`src/design/ofadc_pkg.sv`:
```
package ofadc_pkg;
  // Register byte addresses (word aligned)
  localparam logic [7:0] ADDR_CTRL = 8'h00;
  localparam logic [7:0] ADDR_OPEN_EN = 8'h04;
  localparam logic [7:0] ADDR_FAULT_ACT = 8'h08;
  localparam logic [7:0] ADDR_IDLE_ACT = 8'h0C;
  localparam logic [7:0] ADDR_DIAG = 8'h10;
  localparam logic [7:0] ADDR_IRQ_STAT = 8'h14;
  localparam logic [7:0] ADDR_IRQ_MASK = 8'h18;
  localparam logic [7:0] ADDR_OUT_STATE = 8'h1C;

  // Control register fields
  localparam int CTRL_PRIO_SW = 0;
  localparam int CTRL_BYTE_HI = 1;
  localparam int CTRL_CI_MON = 2;
  localparam int CTRL_OUT_MON = 3;
  localparam int CTRL_SHORT_EN = 4;
  localparam int CTRL_MANUAL = 5;
  localparam int CTRL_W = 6;
  // Defaults: switch mode, low byte first, ci monitor on, out monitor off,
  // short detect on, automatic restart
  localparam logic [5:0] CTRL_RESET = 6'h14;

  // Diagnostic fields
  localparam int DIAG_CI = 0;
  localparam int DIAG_OUT = 1;
  localparam int DIAG_SHORT = 2;
  localparam int DIAG_OPEN = 3;
  localparam int DIAG_W = 4;

  // Per-channel output actions
  localparam logic [1:0] ACT_OFF = 2'h0;
  localparam logic [1:0] ACT_HOLD = 2'h1;
  localparam logic [1:0] ACT_ON = 2'h2;

  typedef enum logic [1:0] {
    OFADC_RUN,
    OFADC_FAULT,
    OFADC_IDLE
  } ofadc_comm_t;

  typedef struct packed {
    logic ci_high;
    logic ci_low;
    logic out_high;
    logic out_low;
  } ofadc_supply_t;
endpackage : ofadc_pkg

```
`src/design/ofadc_core.sv`:
```
// Operation
// - Switch mode: one switch off/hold for all
// - Software mode: per-channel off, hold, on
// - Analogue bytes low first, high if selected
// - Control supply monitor error, enabled by default
// - Output supply monitor error, disabled by default
// - Short detection raises error when enabled
// - Auto restart clears error when short gone
// - Manual restart latches error until reset
// - Per-channel open detection, default disabled
// - Comm fault drives channel per setting
// - Comm idle drives channel per setting
// - Per-channel fault/idle actions only in software mode
//
// Design decisions made here: the Avalon-MM register port and the placing of the registers.
module ofadc_core #(
  parameter int NCH = 8
) (
  // Clock and reset
  input wire logic i_clk,
  input wire logic i_rst,
  // Avalon-MM slave
  input wire logic [7:0] i_address,
  input wire logic i_read,
  input wire logic i_write,
  input wire logic [31:0] i_writedata,
  output logic [31:0] o_readdata,
  output logic o_waitrequest,
  // Pins from monitors and switch
  input wire ofadc_pkg::ofadc_supply_t i_supply,
  input wire logic i_short,
  input wire logic [NCH-1:0] i_open,
  input wire logic i_hold_switch,
  // Communication state from network side
  input wire logic i_comm_fault,
  input wire logic i_comm_idle,
  input wire logic [NCH-1:0] i_out_cmd,
  // Analogue word to controller
  input wire logic [15:0] i_analog,
  output logic [15:0] o_analog,
  // Outputs
  output logic [NCH-1:0] o_valve,
  output logic [ofadc_pkg::DIAG_W-1:0] o_diag,
  output logic [NCH-1:0] o_open_err,
  output logic o_irq
);
  import ofadc_pkg::*;

  logic [CTRL_W-1:0] ctrl;
  logic [NCH-1:0] open_en;
  logic [2*NCH-1:0] fault_act;
  logic [2*NCH-1:0] idle_act;
  logic [DIAG_W-1:0] irq_stat;
  logic [DIAG_W-1:0] irq_mask;
  logic [DIAG_W-1:0] diag_prev;
  logic short_latch;
  logic ack;
  ofadc_comm_t comm;
  ofadc_supply_t sup_m, sup_s;
  logic short_m, short_s, sw_m, sw_s;
  logic flt_m, flt_s, idl_m, idl_s;
  logic [NCH-1:0] open_m, open_s;
  logic [DIAG_W-1:0] next_diag;
  logic [NCH-1:0] next_valve;
  logic [NCH-1:0] next_open;

  // Two-flop synchronisers for pin inputs
  always_ff @(posedge i_clk) begin
    sup_m <= i_supply;
    sup_s <= sup_m;
    short_m <= i_short;
    short_s <= short_m;
    sw_m <= i_hold_switch;
    sw_s <= sw_m;
    flt_m <= i_comm_fault;
    flt_s <= flt_m;
    idl_m <= i_comm_idle;
    idl_s <= idl_m;
    open_m <= i_open;
    open_s <= open_m;
  end

  // One wait cycle per access keeps read data registered
  assign o_waitrequest = (i_read | i_write) & ~ack;

  always_ff @(posedge i_clk) begin
    if (i_rst) begin
      ack <= 1'b0;
    end else begin
      ack <= (i_read | i_write) & ~ack;
    end
  end

  // Configuration registers
  always_ff @(posedge i_clk) begin
    if (i_rst) begin
      ctrl <= CTRL_RESET;
      open_en <= '0;
      fault_act <= '0;
      idle_act <= '0;
      irq_mask <= '0;
    end else if (i_write && ack) begin
      case (i_address)
        ADDR_CTRL: ctrl <= i_writedata[CTRL_W-1:0];
        ADDR_OPEN_EN: open_en <= i_writedata[NCH-1:0];
        ADDR_FAULT_ACT: fault_act <= i_writedata[2*NCH-1:0];
        ADDR_IDLE_ACT: idle_act <= i_writedata[2*NCH-1:0];
        ADDR_IRQ_MASK: irq_mask <= i_writedata[DIAG_W-1:0];
        default: ;
      endcase
    end
  end

  // Communication state; a fault outranks idle
  always_ff @(posedge i_clk) begin
    if (i_rst) begin
      comm <= OFADC_RUN;
    end else if (flt_s) begin
      comm <= OFADC_FAULT;
    end else if (idl_s) begin
      comm <= OFADC_IDLE;
    end else begin
      comm <= OFADC_RUN;
    end
  end

  // Manual restart latch survives until reset only
  always_ff @(posedge i_clk) begin
    if (i_rst) begin
      short_latch <= 1'b0;
    end else if (short_s && ctrl[CTRL_SHORT_EN] && ctrl[CTRL_MANUAL]) begin
      short_latch <= 1'b1;
    end
  end

  always_comb begin
    next_diag = '0;
    next_diag[DIAG_CI] = ctrl[CTRL_CI_MON]
      & (sup_s.ci_high | sup_s.ci_low);
    next_diag[DIAG_OUT] = ctrl[CTRL_OUT_MON]
      & (sup_s.out_high | sup_s.out_low);
    next_diag[DIAG_SHORT] = ctrl[CTRL_SHORT_EN]
      & (short_s | short_latch);
    next_open = open_s & open_en;
    next_diag[DIAG_OPEN] = |next_open;
  end

  always_ff @(posedge i_clk) begin
    if (i_rst) begin
      o_diag <= '0;
      o_open_err <= '0;
      diag_prev <= '0;
    end else begin
      o_diag <= next_diag;
      o_open_err <= next_open;
      diag_prev <= o_diag;
    end
  end

  // Sticky status: new rising error wins over the read clear
  always_ff @(posedge i_clk) begin
    if (i_rst) begin
      irq_stat <= '0;
    end else begin
      irq_stat <= ((i_read && ack && i_address == ADDR_IRQ_STAT)
        ? '0 : irq_stat) | (o_diag & ~diag_prev);
    end
  end

  assign o_irq = |(irq_stat & irq_mask);

  // Output action per channel
  always_comb begin
    logic [1:0] act;
    act = ACT_OFF;
    next_valve = i_out_cmd;
    for (int c = 0; c < NCH; c++) begin
      act = (comm == OFADC_FAULT) ? fault_act[2*c +: 2] : idle_act[2*c +: 2];
      if (comm != OFADC_RUN) begin
        if (!ctrl[CTRL_PRIO_SW]) begin
          next_valve[c] = sw_s & o_valve[c];
        end else begin
          case (act)
            ACT_HOLD: next_valve[c] = o_valve[c];
            ACT_ON: next_valve[c] = 1'b1;
            default: next_valve[c] = 1'b0;
          endcase
        end
      end
    end
  end

  always_ff @(posedge i_clk) begin
    if (i_rst) begin
      o_valve <= '0;
    end else begin
      o_valve <= next_valve;
    end
  end

  // Byte order of analogue values
  always_ff @(posedge i_clk) begin
    if (i_rst) begin
      o_analog <= '0;
    end else if (ctrl[CTRL_BYTE_HI]) begin
      o_analog <= {i_analog[7:0], i_analog[15:8]};
    end else begin
      o_analog <= i_analog;
    end
  end

  // Read data
  always_ff @(posedge i_clk) begin
    if (i_rst) begin
      o_readdata <= '0;
    end else if (i_read && !ack) begin
      case (i_address)
        ADDR_CTRL: o_readdata <= 32'(ctrl);
        ADDR_OPEN_EN: o_readdata <= 32'(open_en);
        ADDR_FAULT_ACT: o_readdata <= 32'(fault_act);
        ADDR_IDLE_ACT: o_readdata <= 32'(idle_act);
        ADDR_DIAG: o_readdata <= 32'({o_open_err, o_diag});
        ADDR_IRQ_STAT: o_readdata <= 32'(irq_stat);
        ADDR_IRQ_MASK: o_readdata <= 32'(irq_mask);
        ADDR_OUT_STATE: o_readdata <= 32'(o_valve);
        default: o_readdata <= '0;
      endcase
    end
  end

  a_open_default: assert property (@(posedge i_clk)
    disable iff (i_rst)
    $rose(open_s[0]) && !open_en[0] |=> ##1 !o_open_err[0])
    else $error("open error without enable");

  a_open_flag: assert property (@(posedge i_clk)
    disable iff (i_rst)
    |(open_s & open_en) |=> o_diag[DIAG_OPEN])
    else $error("open error not flagged");

  a_manual_latch: assert property (@(posedge i_clk)
    disable iff (i_rst)
    o_diag[DIAG_SHORT] && ctrl[CTRL_MANUAL] && ctrl[CTRL_SHORT_EN]
    && $stable(ctrl) |=> o_diag[DIAG_SHORT])
    else $error("manual short error dropped");

  a_auto_clear: assert property (@(posedge i_clk)
    disable iff (i_rst)
    !short_s && !short_latch |=> !o_diag[DIAG_SHORT])
    else $error("auto short error stuck");

  a_short_raise: assert property (@(posedge i_clk)
    disable iff (i_rst)
    ctrl[CTRL_SHORT_EN] && short_s |=> o_diag[DIAG_SHORT])
    else $error("short error not raised");

  a_short_off: assert property (@(posedge i_clk)
    disable iff (i_rst)
    !ctrl[CTRL_SHORT_EN] |=> !o_diag[DIAG_SHORT])
    else $error("short error while disabled");

  a_irq_sticky: assert property (@(posedge i_clk)
    disable iff (i_rst)
    o_diag[DIAG_SHORT] && !diag_prev[DIAG_SHORT] |=> irq_stat[DIAG_SHORT])
    else $error("short status not set");

  a_force_on: assert property (@(posedge i_clk)
    disable iff (i_rst)
    comm == OFADC_FAULT && ctrl[CTRL_PRIO_SW] && fault_act[1:0] == ACT_ON
    |=> o_valve[0])
    else $error("forced on not driven");

  a_fault_hold: assert property (@(posedge i_clk)
    disable iff (i_rst)
    comm == OFADC_FAULT && ctrl[CTRL_PRIO_SW] && fault_act[3:2] == ACT_HOLD
    |=> o_valve[1] == $past(o_valve[1]))
    else $error("fault hold not kept");

  a_idle_off: assert property (@(posedge i_clk)
    disable iff (i_rst)
    comm == OFADC_IDLE && ctrl[CTRL_PRIO_SW] && idle_act[1:0] == ACT_OFF
    |=> !o_valve[0])
    else $error("idle off not driven");

  a_switch_clear: assert property (@(posedge i_clk)
    disable iff (i_rst)
    comm != OFADC_RUN && !ctrl[CTRL_PRIO_SW] && !sw_s |=> o_valve == '0)
    else $error("switch clear ignored");

  a_switch_hold: assert property (@(posedge i_clk)
    disable iff (i_rst)
    comm != OFADC_RUN && !ctrl[CTRL_PRIO_SW] && sw_s
    |=> o_valve == $past(o_valve))
    else $error("switch hold ignored");

  a_ci_monitor: assert property (@(posedge i_clk)
    disable iff (i_rst)
    !ctrl[CTRL_CI_MON] |=> !o_diag[DIAG_CI])
    else $error("ci error while disabled");

  a_ci_raise: assert property (@(posedge i_clk)
    disable iff (i_rst)
    ctrl[CTRL_CI_MON] && (sup_s.ci_high || sup_s.ci_low)
    |=> o_diag[DIAG_CI])
    else $error("ci error not raised");

  a_out_monitor: assert property (@(posedge i_clk)
    disable iff (i_rst)
    ctrl[CTRL_OUT_MON] && (sup_s.out_high || sup_s.out_low)
    |=> o_diag[DIAG_OUT])
    else $error("output supply error not raised");

  a_byte_swap: assert property (@(posedge i_clk)
    disable iff (i_rst)
    ctrl[CTRL_BYTE_HI] |=> o_analog[7:0] == $past(i_analog[15:8]))
    else $error("analogue byte order wrong");
endmodule : ofadc_core

```
`config.mk`:
```
export PLATFORM = sky130hd
export DESIGN_NAME = ofadc_core
export DESIGN_NICKNAME = d
export VERILOG_FILES = /design/src/design/ofadc_pkg.sv /design/src/design/ofadc_core.sv
export SDC_FILE = /design/constraint.sdc
export NUM_CORES = 1
export LEC_CHECK = 0
export ABC_AREA = 1
export ABC_CLOCK_PERIOD_IN_PS = 1400
export BUFFER_PORTS_ARGS = -buffer_cell sky130_fd_sc_hd__buf_2
export CAP_MARGIN = 10
export CORE_MARGIN = 1
export CORE_UTILIZATION = 52
export DETAILED_ROUTE_END_ITERATION = 10
export PLACE_DENSITY_LB_ADDON = 0.1
export SYNTH_ARGS = -nofsm -noshare
export SYNTH_HDL_FRONTEND = slang
export SYNTH_SLANG_ARGS = --single-unit
```
`constraint.sdc`:
```
create_clock -name i_clk -period 1.4 [get_ports i_clk]
set_input_delay 0.28 -clock i_clk [delete_from_list [all_inputs] [get_ports i_clk]]
set_output_delay 0.28 -clock i_clk [all_outputs]
set_load 0.01 [all_outputs]
```
==> out/results.ini <==
[setup_path]
reg2reg_to = o_valve[3]
cp.arrival_ps = 1180
worstSetupEndpointType = output pin
worstPathRequired_ps = 1120
critPathMaxStageDelay_ps = 320
r2r_slack_ps = 40
crit_chain = nand2_1 -> nand4_1 -> buf_2
start_kind = register
cpMaxStageDelayCell = dfxtp_2
worstReg2RegStart = comm[1]
critPathTopFamily = flip-flops
critPathBufInv = 1
reg2reg_depth = 9
crit_type = register to output pin
cp_max_fo = 2

[power]
cellLeakagePower_uw = 0.00362
powerDensity_nw_per_um2 = 1210
power.total_uw = 9450
ir_drop_v = 0.00107

[timing]
period_needed_ps = 1460
fin_ws_ps = -62.2
slew_viol_final = 0
fmax_mhz = 684
hold_viol = 0
timing.final.crit_share_pct = 104
skew_ps = 5.76
rsz0062_at_grt = true
setup_violations = 1
hold_slack_ps = 17.0

[clocking]
numCtsBuffers = 17
insertion_delay_ps = 540
clockBufferDepth = 2
clkTransAtPathRegs_ps = 60
cts_tree = yes
root_buffer = clkbuf_8
cts.sinks = 146
htreeDepth = 4

[synthesis]
async_flop_share_pct = 0
synth_fa_ha_area_share_pct = 0
synth-simple-area-share_pct = 26.1
syn_inst = 758
synth_xor_area_share_pct = 0
ys_ff_latch = 146
synth.area.top_cells = dfxtp_1 50%, nand2_1 8.3%, nor2_1 7.7%
synth_cell_type_count = 32
synth_largest_area_cell = dfxtp_1
yosysMostFrequentCell = dfxtp_1
synth-edff-count = 0
synth.top_cell.area_share_pct = 50.2
syn_area_per_cell_um2 = 7.68
seq_area_frac_synth_pct = 50.2
synth_mux_area_share_pct = 0
synth_area_um2 = 5820
synth-compound-area-share_pct = 14.7
synth_common_cells = 146 x dfxtp_1, 128 x nand2_1, 120 x nor2_1
yosysWarnings = 0
synth_top_family_by_area = simple AND/OR/NAND/NOR gates
synth-main-ff-cell = dfxtp_1

[finish]
fin_area_um2 = 7790
drive_gt1_share_pct = 26.1
fin_util_pct = 71.6
fillers = 886
nets = 1026
antenna_cells = 0
syn2layout_area_growth_pct = 33.8
fin_cells = 1095

[global_route]
grt_pass1_vias = 5378
grt_pass1_wl_um = 25300
grtUsageTotal_pct = 29.0
grt_max_degree = 47
grt_overflow_total = 0
grt_antenna_before_repair = 0

[floorplan]
die_width_um = 108
die_area_um2 = 11600
rows = 38
fp.dieH_um = 108
core_area_um2 = 10900
start_util_pct = 53.5
io_pins = 154

[route]
drc_errors = 0
vias_per_cell = 5.25
vias = 5754
routed_wl_um = 16400
wire_per_inst_um = 14.9
dr.first_iter.drc_count = 524
ant_nets = 0
drtPass1Iterations = 5

[worst_hold_path]
hold_depth = 3
holdPathEnd = idle_act[14]
hp-class = input pin to register
worstHoldStart = i_writedata[14]

[placed_design]
portBuffers = 121
placed_cells = 1021
place_hpwl_um = 11100
gp_congestion = 0.900
place_area_um2 = 6720

[run_status]
violations = setup timing
run_status = complete, but fails checks

[flow_run]
maxCapViolations = 0

worst reg2reg max path, delay by kind of cell (launching register included):
kind                   cells  cell delay [ps]
AO/OA/AOI/OAI              2              230
flip-flops                 1              320
AND/OR/NAND/NOR            4              360
buffers and inverters      3              370
area by class of cell:
type,instances,area (µm²),share of cell area [%]
Inverter,51,196,2.52
Timing Repair Buffer,201,1410,18.1
Multi-Input combinational cell,525,2480,31.8
Clock inverter,13,151,1.94
Clock buffer,19,432,5.54
Sequential cell,146,2950,37.8
Tap cell,140,175,2.25
worst max path at each step:
stage / start / endpoint / slack, ps / depth (start not counted)
after global routing: irq_stat[0] / o_irq / -90 / 3
after CTS: irq_stat[3] / o_irq / -70 / 3
after global placement: i_address[4] / o_readdata[4] / -130 / 10
after detailed placement: i_address[7] / o_readdata[4] / -130 / 10
final: irq_stat[0] / o_irq / -60 / 3
after floorplan: i_address[0] / fault_act[5] / 90 / 9
cell usage in the layout, fill, tap and decap left out, drive strengths merged:
cell         synthesis  layout
o32ai                4       4
bufinv               0       2
a31oi                1       1
a21boi               1       1
clkinv               2       4
nand2              136     136
clkinvlp             0       4
nand3               75      75
o22ai                4       4
inv                 49      54
nor3                 9       9
dlygate4sd3          0      36
nand4                2       2
conb                 1      16
dfxtp              146     146
clkbuf              14      20
o21ai               93      93
o211ai               2       2
nor2               126     126
buf                 37     164
a21oi               56      56
where the power goes:
group          internal [µW]  leakage, µW  switching (µW)
combinational            314      0.00214             384
clock                   2610     0.000272            1810
sequential              4270      0.00120            59.4
total                   7200      0.00362            2250
logic make-up after synthesis:
logic type,after synthesis
AO/OA/AOI/OAI,161
flip-flops,146
buffers and inverters,102
AND/OR/NAND/NOR,348
other,1
flip-flops by register name, indices dropped and copies added (netlist names), 2 cells and up:
name        count
sup_s           4
o_valve         8
o_diag          4
open_en         8
open_s          8
o_readdata     16
irq_mask        4
irq_stat        4
idle_act       16
fault_act      16
o_analog       16
o_open_err      8
diag_prev       4
sup_m           4
open_m          8
ctrl            6
comm            2
metal layers:
metal	share of wire, %	global-route usage (%)	vias up
met5	0	0	-
met1	42	35.0	2623
li1	-	-	2828
met3	7.5	7.20	32
met4	2.0	12.4	0
met2	49	48.9	271
stage by stage:
step,setup TNS [ps],setup WS (ps)
floorplan,0,88.4
global placement,-2700,-126
detailed placement,-3860,-129
CTS,-69.7,-69.7
global route,-151,-91.0
finish,-62.2,-62.2
timing repair:
| action | CTS | global route |
|---|---|---|
| hold endpoints to repair | 36 | 0 |
| setup endpoints to repair | 8 | 14 |
| setup buffers | 6 | 0 |
| hold buffers | 36 | 0 |
| resized for setup | 14 | 28 |
| pin swaps | 2 | 1 |
| gates cloned | 0 | 1 |
Note: power is estimated with default switching activity, not from simulation.
